`config.mk`:
```
export PLATFORM = sky130hd
export DESIGN_NAME = rsia_core
export DESIGN_NICKNAME = d
export VERILOG_FILES = /design/src/verilog/rsia_pkg.sv /design/src/verilog/rsia_core.sv
export SDC_FILE = /design/constraint.sdc
export NUM_CORES = 1
export LEC_CHECK = 0
export BUFFER_PORTS_ARGS = -buffer_cell sky130_fd_sc_hd__buf_2
export CAP_MARGIN = 20
export CORE_MARGIN = 2
export CORE_UTILIZATION = 35
export CTS_CLUSTER_DIAMETER = 50
export CTS_CLUSTER_SIZE = 20
export DETAILED_ROUTE_END_ITERATION = 10
export GPL_TIMING_DRIVEN = 1
export MAX_ROUTING_LAYER = met4
export PLACE_DENSITY = 0.57
export SLEW_MARGIN = 5
export SYNTH_ARGS = -nofsm -noshare
export SYNTH_HDL_FRONTEND = slang
export SYNTH_SLANG_ARGS = --single-unit
```
`constraint.sdc`:
```
create_clock -name core_clk -period 8.1 [get_ports core_clk]
set_clock_uncertainty 0.1 [all_clocks]
set_input_delay 2.43 -clock core_clk [delete_from_list [all_inputs] [get_ports core_clk]]
set_output_delay 2.43 -clock core_clk [all_outputs]
set_load 0.02 [all_outputs]
```
`src/verilog/rsia_pkg.sv`:
```
// Contract
// - full stack push wraps pointer to 0x10
// - reset option: overflow resets, level zero kept
// - overflow with option sets overflow flag, resets
// - underflow with option sets underflow flag, resets
// - window access goes to pointer address
// - pointer at window address reads zero
// - pointer at window address suppresses write
// - pointer is high byte and low byte
// - indirect space decodes into three regions
package rsia_pkg;
  localparam int unsigned STACK_DEPTH    = 16;
  localparam int unsigned STACK_PTR_W    = 5;
  localparam int unsigned RET_ADDR_W     = 15;
  localparam int unsigned DATA_W         = 8;
  localparam int unsigned IND_ADDR_W     = 16;
  localparam logic [4:0]  STACK_PTR_RST  = 5'h1f;
  localparam logic [4:0]  STACK_PTR_WRAP = 5'h10;
  localparam logic [4:0]  STACK_PTR_TOP  = 5'h0f;
  localparam logic [4:0]  STACK_PTR_EMPTY = 5'h1f;
  localparam logic [15:0] WINDOW0_ADDR   = 16'h0000;
  localparam logic [15:0] WINDOW1_ADDR   = 16'h0001;
  localparam logic [15:0] LINEAR_BASE    = 16'h2000;
  localparam logic [15:0] FLASH_BASE     = 16'h8000;
  localparam logic [7:0]  ZERO_BYTE      = 8'h00;

  typedef enum logic [1:0] {
    RSIA_REG_TRAD   = 2'b00,
    RSIA_REG_LINEAR = 2'b01,
    RSIA_REG_FLASH  = 2'b10
  } rsia_region_e;

  typedef struct packed {
    logic                  valid;
    logic                  write;
    logic                  sel;
    logic [DATA_W-1:0]     wdata;
  } rsia_ind_req_s;

  typedef struct packed {
    logic                  rd;
    logic                  wr;
    rsia_region_e          region;
    logic [IND_ADDR_W-1:0] addr;
    logic [DATA_W-1:0]     wdata;
  } rsia_mem_req_s;
endpackage : rsia_pkg

```
`src/verilog/rsia_core.sv`:
```
module rsia_core
  import rsia_pkg::*;
#(
  parameter logic [15:0] LINEAR_START = LINEAR_BASE,
  parameter logic [15:0] FLASH_START  = FLASH_BASE
) (
  input  wire logic                  core_clk,
  input  wire logic                  rst_n,
  input  wire logic                  stack_reset_enable,
  input  wire logic                  push,
  input  wire logic                  pop,
  input  wire logic [RET_ADDR_W-1:0] push_addr,
  output logic      [RET_ADDR_W-1:0] top_return,
  output logic      [STACK_PTR_W-1:0] stack_level_pointer,
  output logic                       device_reset_req,
  output logic                       stack_overflow_flag,
  output logic                       stack_underflow_flag,
  input  wire logic                  cause_clear,
  input  wire logic [1:0]            ptr_wr_high,
  input  wire logic [1:0]            ptr_wr_low,
  input  wire logic [DATA_W-1:0]     ptr_wdata,
  output logic      [IND_ADDR_W-1:0] file_select_pointer0,
  output logic      [IND_ADDR_W-1:0] file_select_pointer1,
  input  wire rsia_ind_req_s         ind_req,
  output rsia_mem_req_s              mem_req,
  input  wire logic [DATA_W-1:0]     mem_rdata,
  output logic      [DATA_W-1:0]     ind_rdata
);
  // return levels; no reset, the level pointer says what is live
  logic [RET_ADDR_W-1:0]  stack_mem [STACK_DEPTH];
  logic                   self_window_q;

  // stack level decode
  wire                    at_top;
  wire                    at_empty;
  wire                    overflow;
  wire                    underflow;
  wire                    ovf_reset;
  wire                    unf_reset;
  wire                    any_reset;
  wire                    store_en;
  wire [STACK_PTR_W-1:0]  inc_ptr;
  wire [STACK_PTR_W-1:0]  dec_ptr;
  wire [STACK_PTR_W-1:0]  next_ptr;
  wire [3:0]              wr_slot;
  wire [3:0]              next_slot;
  wire [RET_ADDR_W-1:0]   level_word;
  wire [RET_ADDR_W-1:0]   next_top_return;
  wire                    next_overflow_flag;
  wire                    next_underflow_flag;
  wire                    next_reset_req;

  // indirect access decode
  wire [IND_ADDR_W-1:0]   ind_addr;
  wire                    hit_window0;
  wire                    hit_window1;
  wire                    self_window;
  wire                    in_flash;
  wire                    in_linear;
  wire                    ind_rd_en;
  wire                    ind_wr_en;
  wire                    next_self_window;
  rsia_region_e           region;

  assign at_top    = (stack_level_pointer == STACK_PTR_TOP);
  assign at_empty  = (stack_level_pointer == STACK_PTR_EMPTY);
  assign overflow  = push && at_top;
  // a pop beside a push loses, the call decides the level
  assign underflow = pop && !push && at_empty;

  assign ovf_reset = overflow && stack_reset_enable;
  assign unf_reset = underflow && stack_reset_enable;
  assign any_reset = ovf_reset || unf_reset;

  assign inc_ptr   = stack_level_pointer + 5'h01;
  assign dec_ptr   = stack_level_pointer - 5'h01;

  assign next_ptr  = any_reset ? STACK_PTR_RST  :
                     overflow  ? STACK_PTR_WRAP :
                     push      ? inc_ptr        :
                     pop       ? dec_ptr        :
                                 stack_level_pointer;

  // 0x10 aliases level zero, so only the low four bits index storage
  assign wr_slot    = inc_ptr[3:0];
  assign next_slot  = next_ptr[3:0];
  assign level_word = stack_mem[next_slot];

  assign store_en   = push && !ovf_reset;

  // top follows a store at once, else it reads the new level
  assign next_top_return = store_en ? push_addr : level_word;

  // overflow and underflow cause flags
  // set beats clear so no cause is lost
  assign next_overflow_flag  = ovf_reset   ? 1'b1 :
                               cause_clear ? 1'b0 : stack_overflow_flag;
  assign next_underflow_flag = unf_reset   ? 1'b1 :
                               cause_clear ? 1'b0 : stack_underflow_flag;

  // one-cycle request, the system reset logic acts on it
  assign next_reset_req = any_reset;

  // state
  always_ff @(posedge core_clk) begin
    if (!rst_n) begin
      stack_level_pointer <= STACK_PTR_RST;
    end else begin
      stack_level_pointer <= next_ptr;
    end
  end

  always_ff @(posedge core_clk) begin
    if (store_en) begin
      stack_mem[wr_slot] <= push_addr;
    end
  end

  always_ff @(posedge core_clk) begin
    if (!rst_n) begin
      top_return <= '0;
    end else begin
      top_return <= next_top_return;
    end
  end

  // flags survive the reset they trigger
  always_ff @(posedge core_clk) begin
    stack_overflow_flag <= next_overflow_flag;
  end
  always_ff @(posedge core_clk) begin
    stack_underflow_flag <= next_underflow_flag;
  end

  always_ff @(posedge core_clk) begin
    if (!rst_n) begin
      device_reset_req <= 1'b0;
    end else begin
      device_reset_req <= next_reset_req;
    end
  end

  // after reset both pointers aim at a window, so reads give zero
  // byte strobes are separate: a pointer is half new for a cycle
  // high and low concatenated
  for (genvar g = 0; g < 2; g++) begin : g_ptr
    logic [DATA_W-1:0]     pointer_high_byte;
    logic [DATA_W-1:0]     pointer_low_byte;
    wire                   load_high;
    wire                   load_low;
    wire [IND_ADDR_W-1:0]  pointer_word;

    assign load_high = ptr_wr_high[g];
    assign load_low  = ptr_wr_low[g];

    always_ff @(posedge core_clk) begin
      if (!rst_n) begin
        pointer_high_byte <= ZERO_BYTE;
      end else if (load_high) begin
        pointer_high_byte <= ptr_wdata;
      end
    end

    always_ff @(posedge core_clk) begin
      if (!rst_n) begin
        pointer_low_byte <= ZERO_BYTE;
      end else if (load_low) begin
        pointer_low_byte <= ptr_wdata;
      end
    end

    assign pointer_word = {pointer_high_byte, pointer_low_byte};
  end

  assign file_select_pointer0 = g_ptr[0].pointer_word;
  assign file_select_pointer1 = g_ptr[1].pointer_word;

  assign ind_addr    = ind_req.sel ? file_select_pointer1 : file_select_pointer0;
  assign hit_window0 = (ind_addr == WINDOW0_ADDR);
  assign hit_window1 = (ind_addr == WINDOW1_ADDR);
  assign self_window = hit_window0 || hit_window1;

  // boundaries are parameters
  // boundaries must rise: linear start below flash start
  assign in_flash    = (ind_addr >= FLASH_START);
  assign in_linear   = (ind_addr >= LINEAR_START);
  assign region      = in_flash  ? RSIA_REG_FLASH  :
                       in_linear ? RSIA_REG_LINEAR :
                                   RSIA_REG_TRAD;

  assign ind_rd_en   = ind_req.valid && !ind_req.write;
  assign ind_wr_en   = ind_req.valid && ind_req.write;

  // strobes are combinational so memory sees them in the same cycle
  // self write suppressed
  assign mem_req.wr     = ind_wr_en && !self_window;
  assign mem_req.rd     = ind_rd_en && !self_window;
  assign mem_req.region = region;
  assign mem_req.addr   = ind_addr;
  assign mem_req.wdata  = ind_req.wdata;

  // the read answer lands a cycle late, so the window hit is kept
  assign next_self_window = ind_rd_en ? self_window : self_window_q;

  always_ff @(posedge core_clk) begin
    if (!rst_n) begin
      self_window_q <= 1'b0;
    end else begin
      self_window_q <= next_self_window;
    end
  end

  assign ind_rdata = self_window_q ? ZERO_BYTE : mem_rdata;
endmodule : rsia_core

```
==> results_dict.tcl <==
set metrics [dict create \
    cts_tree "done" \
    worst-r2r-cell-count 11 \
    numCtsBuffers 30 \
    critPathMaxStageDelay_ns 0.41 \
    avgSynthCellArea_um2 12.2 \
    die_h_um 202 \
    setup_violations 0 \
    ys_warn_count 0 \
    route.detailed.drc 0 \
    hp-start "stack_overflow_flag$_SDFFE_PP1P_" \
    drt-total-wl_um 40800 \
    coreArea_um2 38700 \
    grt_max_degree 50 \
    setup_tns_ns 0 \
    path_max_fanout 19 \
    r2r_slack_ns 3.36 \
    synthCells 1132 \
    clk_pin_slew_worst_paths_ns 0.06 \
    worstPathArrival_ns 4.06 \
    min_to "stack_overflow_flag$_SDFFE_PP1P_" \
    crit_chain "buf_2 > mux2_2 > nor4_1 > and4_1 > nor2_1 > buf_2" \
    worst-endpoint-required_ns 5.57 \
    hold_buffers 0 \
    gp_congestion 0.848 \
    stdcell_area_um2 15900 \
    hpwl_um 24900 \
    netlist_area_um2 13800 \
    slew_headroom_pct 26.6 \
    fp.dieW_um 202 \
    worstReg2RegEnd "top_return[5]$_SDFF_PN0_" \
    min_period_ns 6.59 \
    track_usage_pct 20.0 \
    finalCritPeriodShare_pct 81.3 \
    status "finished clean" \
    syn_nets 1192 \
    cts-resized-gates 0 \
    start_util_pct 35.6 \
    post_dp_cell_area_um2 14800 \
    cellPowerDensity_nw_per_um2 266 \
    io-pin-count 143 \
    cp_common_cell "buf_2" \
    ys_top_cells_by_count "240 x edfxtp_1, 107 x nand2_1, 83 x mux2i_1" \
    routedWlPerCell_um 23.1 \
    cts_root_buf "clkbuf_16" \
    antenna_found_initial 2 \
    synth_top_flop_cell "edfxtp_1" \
    hold_path.class "reg -> reg" \
    synth_seq_cells 296 \
    grt_pass1_wl_um 61400 \
    portBuffers 126 \
    drv_cap 0 \
    synthArstFlopShare_pct 0 \
    syn_to_final_growth_pct 15.3 \
    crit_type "in -> out" \
    slew_viol_final 0 \
    p_leak_nw 5.81 \
    fmax_ghz 0.152 \
    nNetsFinal 1283 \
    cts_htree_levels 1 \
    post_cts_buffers 0 \
    drive_gt1_share_pct 20.9 \
    synth_top_cells_by_area "edfxtp_1 52%, dfxtp_1 8.1%, mux2i_1 6.0%" \
    drtIter0Drc 1003 \
    final_antenna_net_count 0 \
    via_per_inst 5.74 \
    synth_top_area_share_pct 52.3 \
    final_util_pct 41.0 \
    yosysSeqAreaShare_pct 60.4 \
    cts_buffer_depth 3 \
    slowest_stage "mux2_2" \
    synth_edf_count 240 \
    die-area_um2 41000 \
    critPathCaptureType "primary output" \
    rsz0062_at_grt "false" \
    gr-total-overflow 0 \
    critPathLaunchType "input pin" \
    num_rows 72 \
    synth_area_leader_cell "edfxtp_1" \
    grt_pass1_vias 9723 \
    hold_viol_final 0 \
    yosysUniqueCellTypes 72 \
    ir_drop_uv 199 \
    clkLatencyLatePin_ns 0.56 \
    r2r-start "stack_level_pointer[0]$_SDFF_PN1_" \
    first_pass_iters 5 \
    dr_total_vias 10100 \
    cts.sinks 296 \
    synth_most_common_cell "edfxtp_1" \
    worst_pin_slew_ns 1.10 \
    hold_depth 2 \
]
-- state kept, by name, indices dropped and copies added, names as in the netlist --
name and flops:
device_reset_req 1, g_ptr.pointer_high_byte 16, g_ptr.pointer_low_byte 16, self_window_q 1
stack_level_pointer 5, stack_mem 240, stack_overflow_flag 1, stack_underflow_flag 1
top_return 15
-- critical path, delay by kind of cell --
| kind | cells | cell delay [ns] |
|---|---|---|
| muxes | 1 | 0.41 |
| and+or+nand+nor | 3 | 0.71 |
| buffers and inverters | 2 | 0.51 |
-- per-stage QoR --
| stage | power, mW | hold slack (ns) | setup slack (ns) | std cells |
|---|---|---|---|---|
| CTS | 4.24 | 0.355 | 1.52 | 1764 |
| detailed placement | 2.71 | 0.348 | 1.52 | 1708 |
| floorplan | 2.41 | 0.414 | 1.48 | 1132 |
| finish | 4.22 | 0.354 | 1.51 | 1767 |
| global route | 4.39 | 0.377 | 1.43 | 1767 |
| global placement | 2.69 | 0.342 | 1.57 | 1707 |
-- power by group --
part | switching [mW] | leakage (nW) | internal [mW]
clock network | 0.629 | 0.536 | 0.910
logic | 0.588 | 2.64 | 0.292
registers | 0.0621 | 2.63 | 1.74
-- routing by layer --
metal | GRT usage [%] | vias up | routed length (µm)
met1 | 28.0 | 5065 | 18200
li1 | - | 4578 | -
met2 | 30.5 | 434 | 18600
met5 | - | - | 0
met4 | 5.34 | 0 | 858
met3 | 3.10 | 65 | 3140
-- worst max path at each step --
| stage | end | start |
|---|---|---|
| after floorplan | mem_req[26] | ind_req[8] |
| after global placement | mem_req[27] | ind_req[8] |
| after detailed placement | mem_req[26] | ind_req[8] |
| after CTS | mem_req[26] | ind_req[8] |
| after global routing | mem_req[26] | ind_req[8] |
| final | mem_req[26] | ind_req[8] |
-- placed cells by master, fill, tap and decap left out, drive strengths merged, types with 13 or more instances in the layout --
master  Yosys  layout
a21oi      48      48
a22oi      44      44
and2       14      14
buf        67     156
clkbuf     30      34
clkinv      3      13
dfxtp      56      56
edfxtp    240     240
mux2       28      28
mux2i      83      83
nand2     111     111
nand3      39      39
nor2       82      82
nor2b      14      14
o211ai     16      16
o21ai      42      42
o22ai      59      59
-- layout make-up --
cell class	count	area (µm²)
Clock inverter	22	335
Antenna cell	2	5.00
Inverter	9	33.8
Clock buffer	34	787
Tap cell	518	648
Multi-Input combinational cell	730	4870
Fill cell	3659	22800
Sequential cell	296	8330
Timing Repair Buffer	156	880
-- kinds of logic after synthesis --
logic type / count (synthesis) / synth area share [%]
AOI/OAI and AO/OA: 313 / 16.0
DFF: 296 / 60.4
buffers and inverters: 106 / 4.21
xor gates and xnor gates: 7 / 0.445
muxes: 111 / 8.32
adders and majority gates: 8 / 0.726
and+or+nand+nor: 291 / 9.90
Power figures use the tool's default switching activity.
